$ cat src/inc/fes_cfg.svh
// offsets, field positions and reset values of the framer event status block
// assumes a 16-bit AXI4-Lite byte address; registers sit at index * 4
`ifndef FES_CFG_SVH
`define FES_CFG_SVH

`define FES_ADDR_W        16
`define FES_IDX_W         14
`define FES_STATUS_IDX    14'h0B04
`define FES_ENABLE_IDX    14'h0B05
`define FES_CLEAR_IDX     14'h0B06
`define FES_CONFIG_IDX    14'h0B07
`define FES_STATE_IDX     14'h0B08

`define FES_SIG_BIT       5
`define FES_ALIGN_BIT     4
`define FES_OOF_BIT       3
`define FES_EVT_MASK      8'h38
`define FES_REG_RESET     8'h00

`define FES_TOL_LSB       0
`define FES_TOL_W         4
`define FES_RANGE_LSB     4
`define FES_RANGE_W       4
`define FES_RBS_BIT       8
`define FES_TOL_RESET     4'h2
`define FES_RANGE_RESET   4'h4
`define FES_RBS_RESET     1'h1
`define FES_OOF_BIT_STATE 0

`define FES_T1_CHANNELS   24
`define FES_CHAN_W        5
`define FES_ABCD_W        4

`define FES_RESP_OKAY     2'h0
`define FES_RESP_SLVERR   2'h2

`endif

$ cat src/inc/fes_pkg.sv
// types shared by the framer event status block
// assumes nothing beyond a SystemVerilog compiler
package fes_pkg;

  typedef enum logic {
    IN_FRAME,
    OUT_OF_FRAME
  } sync_state_e;

  typedef logic [7:0] status_t;

endpackage

$ cat src/inc/sig_mem_if.sv
// carrier between the signaling change detector and its channel store
// assumes one clock shared by both ends
`timescale 1ns/1ps
interface sig_mem_if #(
  parameter int AW = 5,
  parameter int DW = 4
) ();
  logic          wr_en;
  logic [AW-1:0] wr_addr;
  logic [DW-1:0] wr_data;
  logic          rd_en;
  logic [AW-1:0] rd_addr;
  logic [DW-1:0] rd_data;

  modport user  (output wr_en, wr_addr, wr_data, rd_en, rd_addr, input rd_data);
  modport store (input wr_en, wr_addr, wr_data, rd_en, rd_addr, output rd_data);
endinterface

$ cat src/hdl/sig_store.sv
// last signaling nibble of every channel, registered read port
// assumes reads and writes from one clock domain; read is before write
`timescale 1ns/1ps
module sig_store #(
  parameter int DEPTH = 24
) (
  input  wire logic i_ref_clk,
  sig_mem_if.store  mem
);
  logic [$bits(mem.wr_data)-1:0] store_mem [DEPTH];
  logic [$bits(mem.wr_data)-1:0] rd_data_reg;

  // no reset on the array: first sample of a channel is masked upstream
  always_ff @(posedge i_ref_clk) begin
    if (mem.wr_en) begin
      store_mem[mem.wr_addr] <= mem.wr_data;
    end
    if (mem.rd_en) begin
      rd_data_reg <= store_mem[mem.rd_addr];
    end
  end

  assign mem.rd_data = rd_data_reg;
endmodule

$ cat src/hdl/frame_sync_monitor.sv
// out-of-frame declare / clear tracker over back-to-back fixed windows of framing bits
// assumes one pulse per framing bit and an error strobe in the same cycle
`timescale 1ns/1ps
`include "fes_cfg.svh"
module frame_sync_monitor
  import fes_pkg::*;
#(
  parameter int TOL_W   = `FES_TOL_W,
  parameter int RANGE_W = `FES_RANGE_W
) (
  input  wire logic               i_ref_clk,
  input  wire logic               i_rstn,
  input  wire logic               i_fbit_tick,
  input  wire logic               i_fbit_err,
  input  wire logic               i_frame_found,
  input  wire logic [TOL_W-1:0]   i_tol,
  input  wire logic [RANGE_W-1:0] i_range,
  output logic                    o_oof,
  output logic                    o_change
);
  sync_state_e        state_reg, state_next;
  logic [RANGE_W-1:0] bit_cnt_reg, bit_cnt_next;
  logic [TOL_W:0]     err_cnt_reg, err_cnt_next;
  logic               change_reg;

  wire [TOL_W:0] err_total  = err_cnt_reg + (TOL_W+1)'(i_fbit_err);
  wire           win_end    = ((RANGE_W+1)'(bit_cnt_reg) + 1'b1) >= (RANGE_W+1)'(i_range);
  // a zero tolerance disables declaration rather than firing every bit
  wire           declare    = i_fbit_tick && (i_tol != '0)
                              && (err_total >= (TOL_W+1)'(i_tol));
  wire           reacquired = i_frame_found;

  always_comb begin
    state_next   = state_reg;
    bit_cnt_next = bit_cnt_reg;
    err_cnt_next = err_cnt_reg;
    case (state_reg)
      IN_FRAME: begin
        if (declare) begin
          state_next   = OUT_OF_FRAME;
          bit_cnt_next = '0;
          err_cnt_next = '0;
        end else if (i_fbit_tick) begin
          bit_cnt_next = win_end ? '0 : bit_cnt_reg + 1'b1;
          err_cnt_next = win_end ? '0 : err_total;
        end
      end
      OUT_OF_FRAME: begin
        if (reacquired) begin
          state_next = IN_FRAME;
        end
      end
      default: begin
        state_next = IN_FRAME;
      end
    endcase
  end

  always_ff @(posedge i_ref_clk or negedge i_rstn) begin
    if (!i_rstn) begin
      state_reg   <= IN_FRAME;
      bit_cnt_reg <= '0;
      err_cnt_reg <= '0;
      change_reg  <= 1'b0;
    end else begin
      state_reg   <= state_next;
      bit_cnt_reg <= bit_cnt_next;
      err_cnt_reg <= err_cnt_next;
      change_reg  <= state_next != state_reg;
    end
  end

  assign o_oof    = state_reg == OUT_OF_FRAME;
  assign o_change = change_reg;
endmodule

$ cat src/hdl/t1_framer_event_status.sv
// receive framer event status latch with AXI4-Lite register access
// assumes framer strobes are synchronous one-cycle pulses on i_ref_clk
`timescale 1ns/1ps
`include "fes_cfg.svh"

// Overview of operation
// - any A/B/C/D change on any of 24 channels sets signaling flag
// - status bits read 1 if event since last read; read clears them
// - signaling changes are not reported while robbed-bit mode is off
// - framing bits moving position sets frame alignment flag, bit 4
// - out-of-frame declare and clear both set bit 3
// - out-of-frame declared at tolerance errors within programmed bit range
// - status bits 7 and 6 reserved, always zero in T1
// - latched event interrupts only when its enable bit is set
module t1_framer_event_status
  import fes_pkg::*;
#(
  parameter int NUM_CHAN = `FES_T1_CHANNELS,
  parameter int TOL_W    = `FES_TOL_W,
  parameter int RANGE_W  = `FES_RANGE_W
) (
  input  wire logic                   i_ref_clk,
  input  wire logic                   i_rstn,
  input  wire logic                   i_awvalid,
  output logic                        o_awready,
  input  wire logic [`FES_ADDR_W-1:0] i_awaddr,
  input  wire logic                   i_wvalid,
  output logic                        o_wready,
  input  wire logic [31:0]            i_wdata,
  input  wire logic [3:0]             i_wstrb,
  output logic                        o_bvalid,
  input  wire logic                   i_bready,
  output logic [1:0]                  o_bresp,
  input  wire logic                   i_arvalid,
  output logic                        o_arready,
  input  wire logic [`FES_ADDR_W-1:0] i_araddr,
  output logic                        o_rvalid,
  input  wire logic                   i_rready,
  output logic [31:0]                 o_rdata,
  output logic [1:0]                  o_rresp,
  input  wire logic                   i_sig_valid,
  input  wire logic [`FES_CHAN_W-1:0] i_sig_chan,
  input  wire logic [`FES_ABCD_W-1:0] i_sig_abcd,
  input  wire logic                   i_align_moved,
  input  wire logic                   i_fbit_tick,
  input  wire logic                   i_fbit_err,
  input  wire logic                   i_frame_found,
  output logic                        o_irq,
  output logic                        o_oof
);

  //////////////////////////////////////////////////////////////////////////////
  // write channel
  logic                   aw_full_reg, w_full_reg, awready_reg, wready_reg;
  logic                   bvalid_reg;
  logic [1:0]             bresp_reg;
  logic [`FES_IDX_W-1:0]  waddr_reg;
  logic [31:0]            wdata_reg;
  logic [3:0]             wstrb_reg;

  wire aw_take      = i_awvalid && awready_reg;
  wire w_take       = i_wvalid && wready_reg;
  wire wr_do        = aw_full_reg && w_full_reg && !bvalid_reg;
  wire aw_full_next = (aw_full_reg && !wr_do) || aw_take;
  wire w_full_next  = (w_full_reg && !wr_do) || w_take;
  wire bvalid_next  = wr_do || (bvalid_reg && !i_bready);

  wire w_status = waddr_reg == `FES_STATUS_IDX;
  wire w_enable = waddr_reg == `FES_ENABLE_IDX;
  wire w_clear  = waddr_reg == `FES_CLEAR_IDX;
  wire w_config = waddr_reg == `FES_CONFIG_IDX;
  wire w_state  = waddr_reg == `FES_STATE_IDX;
  wire w_map    = w_status || w_enable || w_clear || w_config || w_state;

  wire wr_enable = wr_do && w_enable && wstrb_reg[0];
  wire wr_clear  = wr_do && w_clear && wstrb_reg[0];
  wire wr_cfg_lo = wr_do && w_config && wstrb_reg[0];
  wire wr_cfg_hi = wr_do && w_config && wstrb_reg[1];

  always_ff @(posedge i_ref_clk or negedge i_rstn) begin
    if (!i_rstn) begin
      aw_full_reg <= 1'b0;
      w_full_reg  <= 1'b0;
      awready_reg <= 1'b0;
      wready_reg  <= 1'b0;
      bvalid_reg  <= 1'b0;
      bresp_reg   <= `FES_RESP_OKAY;
    end else begin
      aw_full_reg <= aw_full_next;
      w_full_reg  <= w_full_next;
      awready_reg <= !aw_full_next;
      wready_reg  <= !w_full_next;
      bvalid_reg  <= bvalid_next;
      if (wr_do) begin
        bresp_reg <= w_map ? `FES_RESP_OKAY : `FES_RESP_SLVERR;
      end
    end
  end

  // payload holders carry no control meaning, so no reset needed
  always_ff @(posedge i_ref_clk) begin
    if (aw_take) begin
      waddr_reg <= i_awaddr[`FES_ADDR_W-1:2];
    end
    if (w_take) begin
      wdata_reg <= i_wdata;
      wstrb_reg <= i_wstrb;
    end
  end

  //////////////////////////////////////////////////////////////////////////////
  // control registers
  status_t            enable_reg, enable_next;
  logic [TOL_W-1:0]   cfg_tol_reg;
  logic [RANGE_W-1:0] cfg_range_reg;
  logic               rbs_en_reg;

  assign enable_next = wr_enable ? (wdata_reg[7:0] & `FES_EVT_MASK) : enable_reg;

  always_ff @(posedge i_ref_clk or negedge i_rstn) begin
    if (!i_rstn) begin
      enable_reg    <= `FES_REG_RESET;
      cfg_tol_reg   <= `FES_TOL_RESET;
      cfg_range_reg <= `FES_RANGE_RESET;
      rbs_en_reg    <= `FES_RBS_RESET;
    end else begin
      enable_reg <= enable_next;
      if (wr_cfg_lo) begin
        cfg_tol_reg   <= wdata_reg[`FES_TOL_LSB +: TOL_W];
        cfg_range_reg <= wdata_reg[`FES_RANGE_LSB +: RANGE_W];
      end
      if (wr_cfg_hi) begin
        rbs_en_reg <= wdata_reg[`FES_RBS_BIT];
      end
    end
  end

  //////////////////////////////////////////////////////////////////////////////
  // signaling change detection
  sig_mem_if #(.AW(`FES_CHAN_W), .DW(`FES_ABCD_W)) sig_mem ();

  logic                   p_valid_reg, fwd_reg;
  logic [`FES_CHAN_W-1:0] p_chan_reg;
  logic [`FES_ABCD_W-1:0] p_abcd_reg, fwd_data_reg;
  logic [NUM_CHAN-1:0]    seen_reg;

  wire chan_ok = 32'(i_sig_chan) < NUM_CHAN;
  wire lookup  = i_sig_valid && chan_ok;
  // same channel back to back: the store still returns the older nibble
  wire fwd_hit = lookup && p_valid_reg && (i_sig_chan == p_chan_reg);
  wire [`FES_ABCD_W-1:0] prev_abcd = fwd_reg ? fwd_data_reg : sig_mem.rd_data;
  wire seen_hit = seen_reg[p_chan_reg];
  wire sig_diff = p_valid_reg && seen_hit && (prev_abcd != p_abcd_reg);
  wire sig_evt  = sig_diff && rbs_en_reg;

  assign sig_mem.rd_en   = lookup;
  assign sig_mem.rd_addr = i_sig_chan;
  assign sig_mem.wr_en   = p_valid_reg;
  assign sig_mem.wr_addr = p_chan_reg;
  assign sig_mem.wr_data = p_abcd_reg;

  sig_store #(.DEPTH(NUM_CHAN)) u_sig_store (
    .i_ref_clk (i_ref_clk),
    .mem       (sig_mem.store)
  );

  always_ff @(posedge i_ref_clk or negedge i_rstn) begin
    if (!i_rstn) begin
      p_valid_reg <= 1'b0;
      fwd_reg     <= 1'b0;
      seen_reg    <= '0;
    end else begin
      p_valid_reg <= lookup;
      fwd_reg     <= fwd_hit;
      if (p_valid_reg) begin
        seen_reg[p_chan_reg] <= 1'b1;
      end
    end
  end

  always_ff @(posedge i_ref_clk) begin
    p_chan_reg   <= i_sig_chan;
    p_abcd_reg   <= i_sig_abcd;
    fwd_data_reg <= p_abcd_reg;
  end

  //////////////////////////////////////////////////////////////////////////////
  // out-of-frame tracking
  logic oof_state, oof_evt, oof_reg;

  frame_sync_monitor #(.TOL_W(TOL_W), .RANGE_W(RANGE_W)) u_sync (
    .i_ref_clk     (i_ref_clk),
    .i_rstn        (i_rstn),
    .i_fbit_tick   (i_fbit_tick),
    .i_fbit_err    (i_fbit_err),
    .i_frame_found (i_frame_found),
    .i_tol         (cfg_tol_reg),
    .i_range       (cfg_range_reg),
    .o_oof         (oof_state),
    .o_change      (oof_evt)
  );

  //////////////////////////////////////////////////////////////////////////////
  // read channel and status latch
  logic  arready_reg, rvalid_reg, irq_reg;
  logic [31:0] rdata_reg;
  logic [1:0]  rresp_reg;
  status_t     status_reg, status_next, evt_set, clr_mask;

  wire ar_take    = i_arvalid && arready_reg;
  wire rvalid_nxt = ar_take || (rvalid_reg && !i_rready);
  wire [`FES_IDX_W-1:0] r_idx = i_araddr[`FES_ADDR_W-1:2];
  wire r_status = r_idx == `FES_STATUS_IDX;
  wire r_enable = r_idx == `FES_ENABLE_IDX;
  wire r_clear  = r_idx == `FES_CLEAR_IDX;
  wire r_config = r_idx == `FES_CONFIG_IDX;
  wire r_state  = r_idx == `FES_STATE_IDX;
  wire r_map    = r_status || r_enable || r_clear || r_config || r_state;
  wire rd_status = ar_take && r_status;

  wire [31:0] cfg_word = (32'(cfg_tol_reg) << `FES_TOL_LSB)
                       | (32'(cfg_range_reg) << `FES_RANGE_LSB)
                       | (32'(rbs_en_reg) << `FES_RBS_BIT);
  wire [31:0] rd_word  = r_status ? 32'(status_reg)
                       : r_enable ? 32'(enable_reg)
                       : r_config ? cfg_word
                       : r_state  ? (32'(oof_reg) << `FES_OOF_BIT_STATE)
                       : 32'h0000_0000;

  assign evt_set = (8'(sig_evt) << `FES_SIG_BIT)
                 | (8'(i_align_moved) << `FES_ALIGN_BIT)
                 | (8'(oof_evt) << `FES_OOF_BIT);
  assign clr_mask = (rd_status ? `FES_EVT_MASK : `FES_REG_RESET)
                  | (wr_clear ? wdata_reg[7:0] : `FES_REG_RESET);
  // new events win over a read or write clear in the same cycle
  assign status_next = ((status_reg & ~clr_mask) | evt_set) & `FES_EVT_MASK;

  always_ff @(posedge i_ref_clk or negedge i_rstn) begin
    if (!i_rstn) begin
      arready_reg <= 1'b0;
      rvalid_reg  <= 1'b0;
      rdata_reg   <= 32'h0000_0000;
      rresp_reg   <= `FES_RESP_OKAY;
      status_reg  <= `FES_REG_RESET;
      irq_reg     <= 1'b0;
      oof_reg     <= 1'b0;
    end else begin
      arready_reg <= !rvalid_nxt;
      rvalid_reg  <= rvalid_nxt;
      if (ar_take) begin
        rdata_reg <= rd_word;
        rresp_reg <= r_map ? `FES_RESP_OKAY : `FES_RESP_SLVERR;
      end
      status_reg <= status_next;
      irq_reg    <= |(status_next & enable_next);
      oof_reg    <= oof_state;
    end
  end

  assign o_awready = awready_reg;
  assign o_wready  = wready_reg;
  assign o_bvalid  = bvalid_reg;
  assign o_bresp   = bresp_reg;
  assign o_arready = arready_reg;
  assign o_rvalid  = rvalid_reg;
  assign o_rdata   = rdata_reg;
  assign o_rresp   = rresp_reg;
  assign o_irq     = irq_reg;
  assign o_oof     = oof_reg;
endmodule

$ cat config.mk
export PLATFORM = sky130hd
export DESIGN_NAME = t1_framer_event_status
export DESIGN_NICKNAME = d
export VERILOG_FILES = /design/src/inc/fes_pkg.sv /design/src/inc/sig_mem_if.sv /design/src/hdl/sig_store.sv /design/src/hdl/frame_sync_monitor.sv /design/src/hdl/t1_framer_event_status.sv
export VERILOG_INCLUDE_DIRS = /design/src /design/src/inc
export SDC_FILE = /design/constraint.sdc
export NUM_CORES = 1
export LEC_CHECK = 0
export BUFFER_PORTS_ARGS = -buffer_cell sky130_fd_sc_hd__buf_2
export CAP_MARGIN = 20
export CORE_MARGIN = 2
export CORE_UTILIZATION = 45
export DETAILED_ROUTE_END_ITERATION = 10
export PLACE_DENSITY = 0.73
export SYNTH_ARGS = -nofsm -noshare
export SYNTH_HDL_FRONTEND = slang
export SYNTH_SLANG_ARGS = --single-unit
$ cat constraint.sdc
create_clock -name i_ref_clk -period 2.85 [get_ports i_ref_clk]
set_input_delay 0.1425 -clock i_ref_clk [delete_from_list [all_inputs] [get_ports i_ref_clk]]
set_output_delay 0.1425 -clock i_ref_clk [all_outputs]
set_load 0.01 [all_outputs]
# Yosys cells after proc, flatten, opt, wreduce, memory -nomap -nowiden
# Memories as Yosys holds them, arrays and structs flattened. A register that Yosys moved wholly into a read port is not among the register bits.
# Cells that the tools add are included.
# totals
inputBits,89
latchBits,0
mem_count,1
elab_cells,137
register_bits,140
ram_bits,96
romBits,0
output_inout_bits,43
# classes
n_mux,25
bitwise_logic,11
reduce_logical,49
shift,0
n_mul,0
n_eq_ne,13
div_mod_pow,0
n_lt_le_gt_ge,5
add_sub_neg,3
# memory_table
memory,depth,width,rd,rd_clocked_by_memory_dff,wr,line,text
u_sig_store.store_mem,24,4,1,1,1,sig_store.sv:10,logic [$bits(mem.wr_data)-1:0] store_mem [DEPTH];
# op_table
operator,count
14-bit by 12-bit == test with 1-bit output (second input constant),10
9-bit two-way mux,3
1-bit logical AND,26
24-bit bitwise OR,1
4-bit two-way mux,4
5-bit two-way mux,3
1-bit logical OR,12
6-bit two-way mux,2
6-bit bitwise OR,2
5-bit by 4-bit greater-or-equal comparator with 1-bit output,2
8-bit by 9-bit bitwise OR with 9-bit output,1
6-bit by 8-bit AND with 8-bit output,1
8-bit two-way mux,1
4-bit by 8-bit bitwise OR with 8-bit output,1
8-bit OR reduction,1
1-bit logical NOT,7
1-bit two-way mux,7
6-bit AND,1
5-bit by 6-bit < comparator with 1-bit output (second input constant),1
6-bit inverter,1
6-bit by 4-bit bitwise OR with 6-bit output,1
6-bit by 5-bit bitwise OR with 6-bit output,1
4-bit by 1-bit adder with 5-bit output (second input constant),1
5-bit by 1-bit adder with 5-bit output,1
14 further kinds,15

# Longest topological paths before layout
# logic_depth
ltp_word,11
ltp_mapped,9

# Hierarchy
# From an unflattened synthesis, not the netlist that was laid out.
# hier_totals
cells_unflattened,611
area_unflattened_um2,8876.0
# modules_own_cells
module,cells_each,area_per_inst_um2,instances
t1_framer_event_status,310,4101.4,1
sig_store,233,4018.9,1
frame_sync_monitor,68,755.7,1

# Least setup slack after synthesis
# OpenSTA, ideal clock, no wires.
# synth_timing
path_kind,input to register
startpoint,input i_sig_chan[0]
endpoint,"register u_sig_store.rd_data_reg[0], in the netlist u_sig_store.mem.rd_data[0], read port of u_sig_store.store_mem, data pin"
arrival_time_ns,1.922
required_ns,2.579
cell_stages,6
slack_ns,0.657
path_cell_list,clkbuf_1 > buf_2 > mux4_2 > mux4_2 > nor2_1 > a21oi_1
# synth_via
elab_chain_cells,2
# synth_rtl
item,line,text
"start, declared",t1_framer_event_status.sv:42,"input wire logic [`FES_CHAN_W-1:0] i_sig_chan,"
5-bit < comparator,t1_framer_event_status.sv:147,wire chan_ok = 32'(i_sig_chan) < NUM_CHAN;
1-bit logical AND,t1_framer_event_status.sv:148,wire lookup = i_sig_valid && chan_ok;
"end, declared",sig_store.sv:11,logic [$bits(mem.wr_data)-1:0] rd_data_reg;
# Several ways; a longest one is shown, not always the timed one.
# A chain may end at the register's enable or synchronous reset.

# Final worst setup path
# layout_timing
startpoint,register p_chan_reg[0]
endpoint,"register irq_reg, in the netlist o_irq"
# layout_via
elab_chain_cells,10
# layout_rtl
item,line,text
"start, declared",t1_framer_event_status.sv:143,logic [`FES_CHAN_W-1:0] p_chan_reg;
"start signal, assigned",t1_framer_event_status.sv:182,p_chan_reg <= i_sig_chan;
1-bit binary-select mux with 5-bit select,t1_framer_event_status.sv:152,wire seen_hit = seen_reg[p_chan_reg];
1-bit two-way mux (implied by the code),t1_framer_event_status.sv:152,
1-bit logical AND (2 in series),t1_framer_event_status.sv:153,wire sig_diff = p_valid_reg && seen_hit && (prev_abcd != p_abcd_reg);
1-bit logical AND,t1_framer_event_status.sv:154,wire sig_evt = sig_diff && rbs_en_reg;
6-bit by 5-bit bitwise OR with 6-bit output,t1_framer_event_status.sv:230,assign evt_set = (8'(sig_evt) << `FES_SIG_BIT)
6-bit by 4-bit bitwise OR with 6-bit output,t1_framer_event_status.sv:230,
6-bit bitwise OR,t1_framer_event_status.sv:236,assign status_next = ((status_reg & ~clr_mask) | evt_set) & `FES_EVT_MASK;
net status_next[5],t1_framer_event_status.sv:208,"status_t status_reg, status_next, evt_set, clr_mask;"
6-bit by 8-bit AND with 8-bit output,t1_framer_event_status.sv:255,irq_reg <= |(status_next & enable_next);
8-bit OR reduction,t1_framer_event_status.sv:255,
"end signal, assigned",t1_framer_event_status.sv:255,
"end, declared",t1_framer_event_status.sv:205,"logic arready_reg, rvalid_reg, irq_reg;"
# The timed path passes the listed nets, and every way through them passes these cells. The select of a mux whose other input is x is not followed.

==> results.sh <==
export IMPL_setup_tns_ns=0
export IMPL_cts_buffer_depth=3
export IMPL_fp_dieW_um=141.5
export IMPL_grt_overflow_total=0
export IMPL_synthArstFlopShare=0.3429
export IMPL_clkTransAtPathRegs_ns=0.06
export IMPL_vias_per_cell=5.339
export IMPL_htreeDepth=1
export IMPL_cts_tree="built"
export IMPL_cts_made_buffers=21
export IMPL_root_buffer="clkbuf_16"
export IMPL_slew_limit_headroom=0.3502
export IMPL_r2r_start="p_chan_reg[0]$_DFF_P_"
export IMPL_grt_pass1_vias=5219
export IMPL_p_seq_frac=0.522
export IMPL_ff2ff_setup_slack_ns=0.34
export IMPL_period_share=0.8796
export IMPL_layout_common_cells="edfxtp_1, buf_2, dfrtp_1"
export IMPL_startpoint_type="register"
export IMPL_synth_ff_latch_count=210
export IMPL_drtPass1Iterations=5
export IMPL_reg2reg_depth=6
export IMPL_timing_fmax_mhz=398.9
export IMPL_comb_power_share=0.090
export IMPL_fp_row_count=50
export IMPL_ys_warn_count=0
export IMPL_maxSlewViolCount=0
export IMPL_power_leakage_nw=4.047
export IMPL_crit_required_ns=3.22
export IMPL_cts_resized=0
export IMPL_rsz0062_at_grt="false"
export IMPL_clk_latency_ns=0.49
export IMPL_final_common_cell="edfxtp_1"
export IMPL_hold_viol=0
export IMPL_nNetsFinal=776
export IMPL_tightest_slew_ns=0.9747
export IMPL_final_min_clock_period_ns=2.507
export IMPL_p_switching_mw=1.576
export IMPL_cts_sinks=210
export IMPL_clkPwrFrac=0.388
export IMPL_largest_register_ffs=96
export IMPL_diodes=0
export IMPL_gr_usage_all_layers=0.1798
export IMPL_cts_hold_buf=38
export IMPL_hold_worst_slack_ns=0.06680
export IMPL_end_kind="register"
export IMPL_initial_core_util=0.4566
export IMPL_syn_inst=545
export IMPL_yosys_area_top_type="edfxtp_1"
export IMPL_path_class="reg2reg"
export IMPL_antenna_found_initial=0
export IMPL_hpwl_um=11840
export IMPL_design_area_um2=10160
export IMPL_remaining_drc_errors=0
export IMPL_syn_to_final_growth_pct=19.37
export IMPL_power_density_nw_per_um2=677.7
export IMPL_multi_input_area_um2=2439
export IMPL_wl_per_cell_um=19.09
export IMPL_whs_path_depth=5
export IMPL_synth_edf_count=125
export IMPL_port_buffers=77
export IMPL_dpl_cell_area_um2=9110
export IMPL_first_iter_violations=411
export IMPL_min_to="o_rresp[1]$_DFFE_PN0P_"
export IMPL_synth_cell_types=57
export IMPL_via_count=4933
export IMPL_status="finished, final reports clean"
export IMPL_routed_wl_um=17640
export IMPL_seq_area_um2=5819
export IMPL_swShare=0.2289
export IMPL_internal_power_mw=5.311
export IMPL_seq_area_frac_synth=0.6836
export IMPL_max_stage_delay_ns=0.68
export IMPL_hold_path_class="in2reg"
export IMPL_r2r_end="o_irq$_DFF_PN0_"
export IMPL_nFillCells=1456
export IMPL_drv_cap=0
export IMPL_gp_congestion=0.8291
export IMPL_synth_area_leaders="edfxtp_1, dfrtp_1, mux4_2, dfxtp_1, buf_4"
export IMPL_grt_pass1_wl_um=27990
export IMPL_hold_path_startpoint="i_araddr[5]"
export IMPL_grt_max_degree=42
export IMPL_critPathMaxFanout=11
export IMPL_worstPathCellList="mux4_2 > clkinv_1 > o22ai_1 > or3_1 > a32o_1 > a221o_1"
export IMPL_setup_viol=0
export IMPL_dieArea_um2=20040
export IMPL_ant_nets=0
export IMPL_avgSynthCellArea_um2=15.62
export IMPL_crit_path_top_delay_cell="dfxtp_1"
export IMPL_ys_flop_type="edfxtp_1"
export IMPL_die_height_um=141.5
export IMPL_syn_area_um2=8513
export IMPL_io_pins=132
export IMPL_postCtsSetupRepairBufs=0
export IMPL_arrival_ns=2.87
export IMPL_synth_top_area_frac=0.4409
export IMPL_coreArea_um2=18640
export IMPL_skew_ns=0.01027
export IMPL_drive_gt1_frac=0.2971
export IMPL_ir_worst_vdd_v=0.0004322
kinds of logic after synthesis:
group	Yosys count	share of synthesized area
AO/OA/AOI/OAI	55	0.04218
XOR/XNOR	14	0.01440
adder cells (fa/ha/maj)	11	0.01617
buffers and inverters	66	0.04056
flip-flops	210	0.6836
multiplexers	57	0.1190
other	1	0.0004405
AND/OR/NAND/NOR	131	0.08363
power by group through the flow:
stage / sequential [mW] / combinational, mW / clock [mW]
floorplan: 3.63 / 0.381 / 0
global placement: 3.64 / 0.548 / 0
detailed placement: 3.65 / 0.572 / 0
CTS: 3.59 / 0.616 / 2.71
global route: 3.62 / 0.680 / 2.82
finish: 3.60 / 0.617 / 2.67
how the worst max path moves through the flow:
stage,end,cells after the start,startpoint
after floorplan,u_sig_store.mem.rd_data[0]$_DFFE_PP_,6,i_sig_chan[0]
after global placement,o_irq$_DFF_PN0_,6,p_chan_reg[0]$_DFF_P_
after detailed placement,o_irq$_DFF_PN0_,6,p_chan_reg[0]$_DFF_P_
after CTS,o_irq$_DFF_PN0_,6,p_chan_reg[0]$_DFF_P_
after global routing,o_irq$_DFF_PN0_,6,p_chan_reg[0]$_DFF_P_
final,o_irq$_DFF_PN0_,6,p_chan_reg[0]$_DFF_P_
cell usage after synthesis (9+ instances only):
| library cell | number |
|---|---|
| edfxtp_1 | 125 |
| dfrtp_1 | 69 |
| mux4_2 | 34 |
| nor2_1 | 34 |
| buf_4 | 25 |
| inv_1 | 25 |
| nand2_1 | 25 |
| or2_2 | 25 |
| o21ai_0 | 16 |
| mux2_2 | 14 |
| dfxtp_1 | 13 |
| a21oi_1 | 11 |
| ha_1 | 11 |
| clkbuf_1 | 9 |
| mux2i_1 | 9 |
through the flow:
step,setup slack [ns],utilization,std cells,power (mW)
after floorplan,0.6571,-,569,4.007
after global placement,0.4375,0.4887,849,4.183
after detailed placement,0.3426,0.4887,849,4.220
after CTS,0.3473,0.5451,924,6.917
after global routing,0.2611,0.5451,924,7.123
final,0.3430,0.5451,924,6.887
routing by layer:
metal | vias to the layer above | part of all wire | track usage
met5 | - | 0 | 0
met3 | 32 | 0.064 | 0.03375
met1 | 2469 | 0.41 | 0.2325
met2 | 211 | 0.50 | 0.3122
met4 | 0 | 0.027 | 0.05263
li1 | 2221 | - | -
final cells by class:
| cell class | instances | share of cell area |
|---|---|---|
| clock buffers | 25 | 0.05725 |
| well taps | 234 | 0.02881 |
| repair buffers | 123 | 0.08249 |
| clock inverters | 12 | 0.008865 |
| multi-input cells | 293 | 0.2400 |
| flip-flops and latches | 210 | 0.5726 |
| inverters | 27 | 0.009973 |
critical path, delay by kind of cell (launching register included):
kind            cells  cell delay (ns)
flops               1             0.68
buf+inv             1             0.08
mux                 1             0.59
compound gates      3             0.64
simple gates        1             0.40
Note: power is estimated with default switching activity, not from simulation.
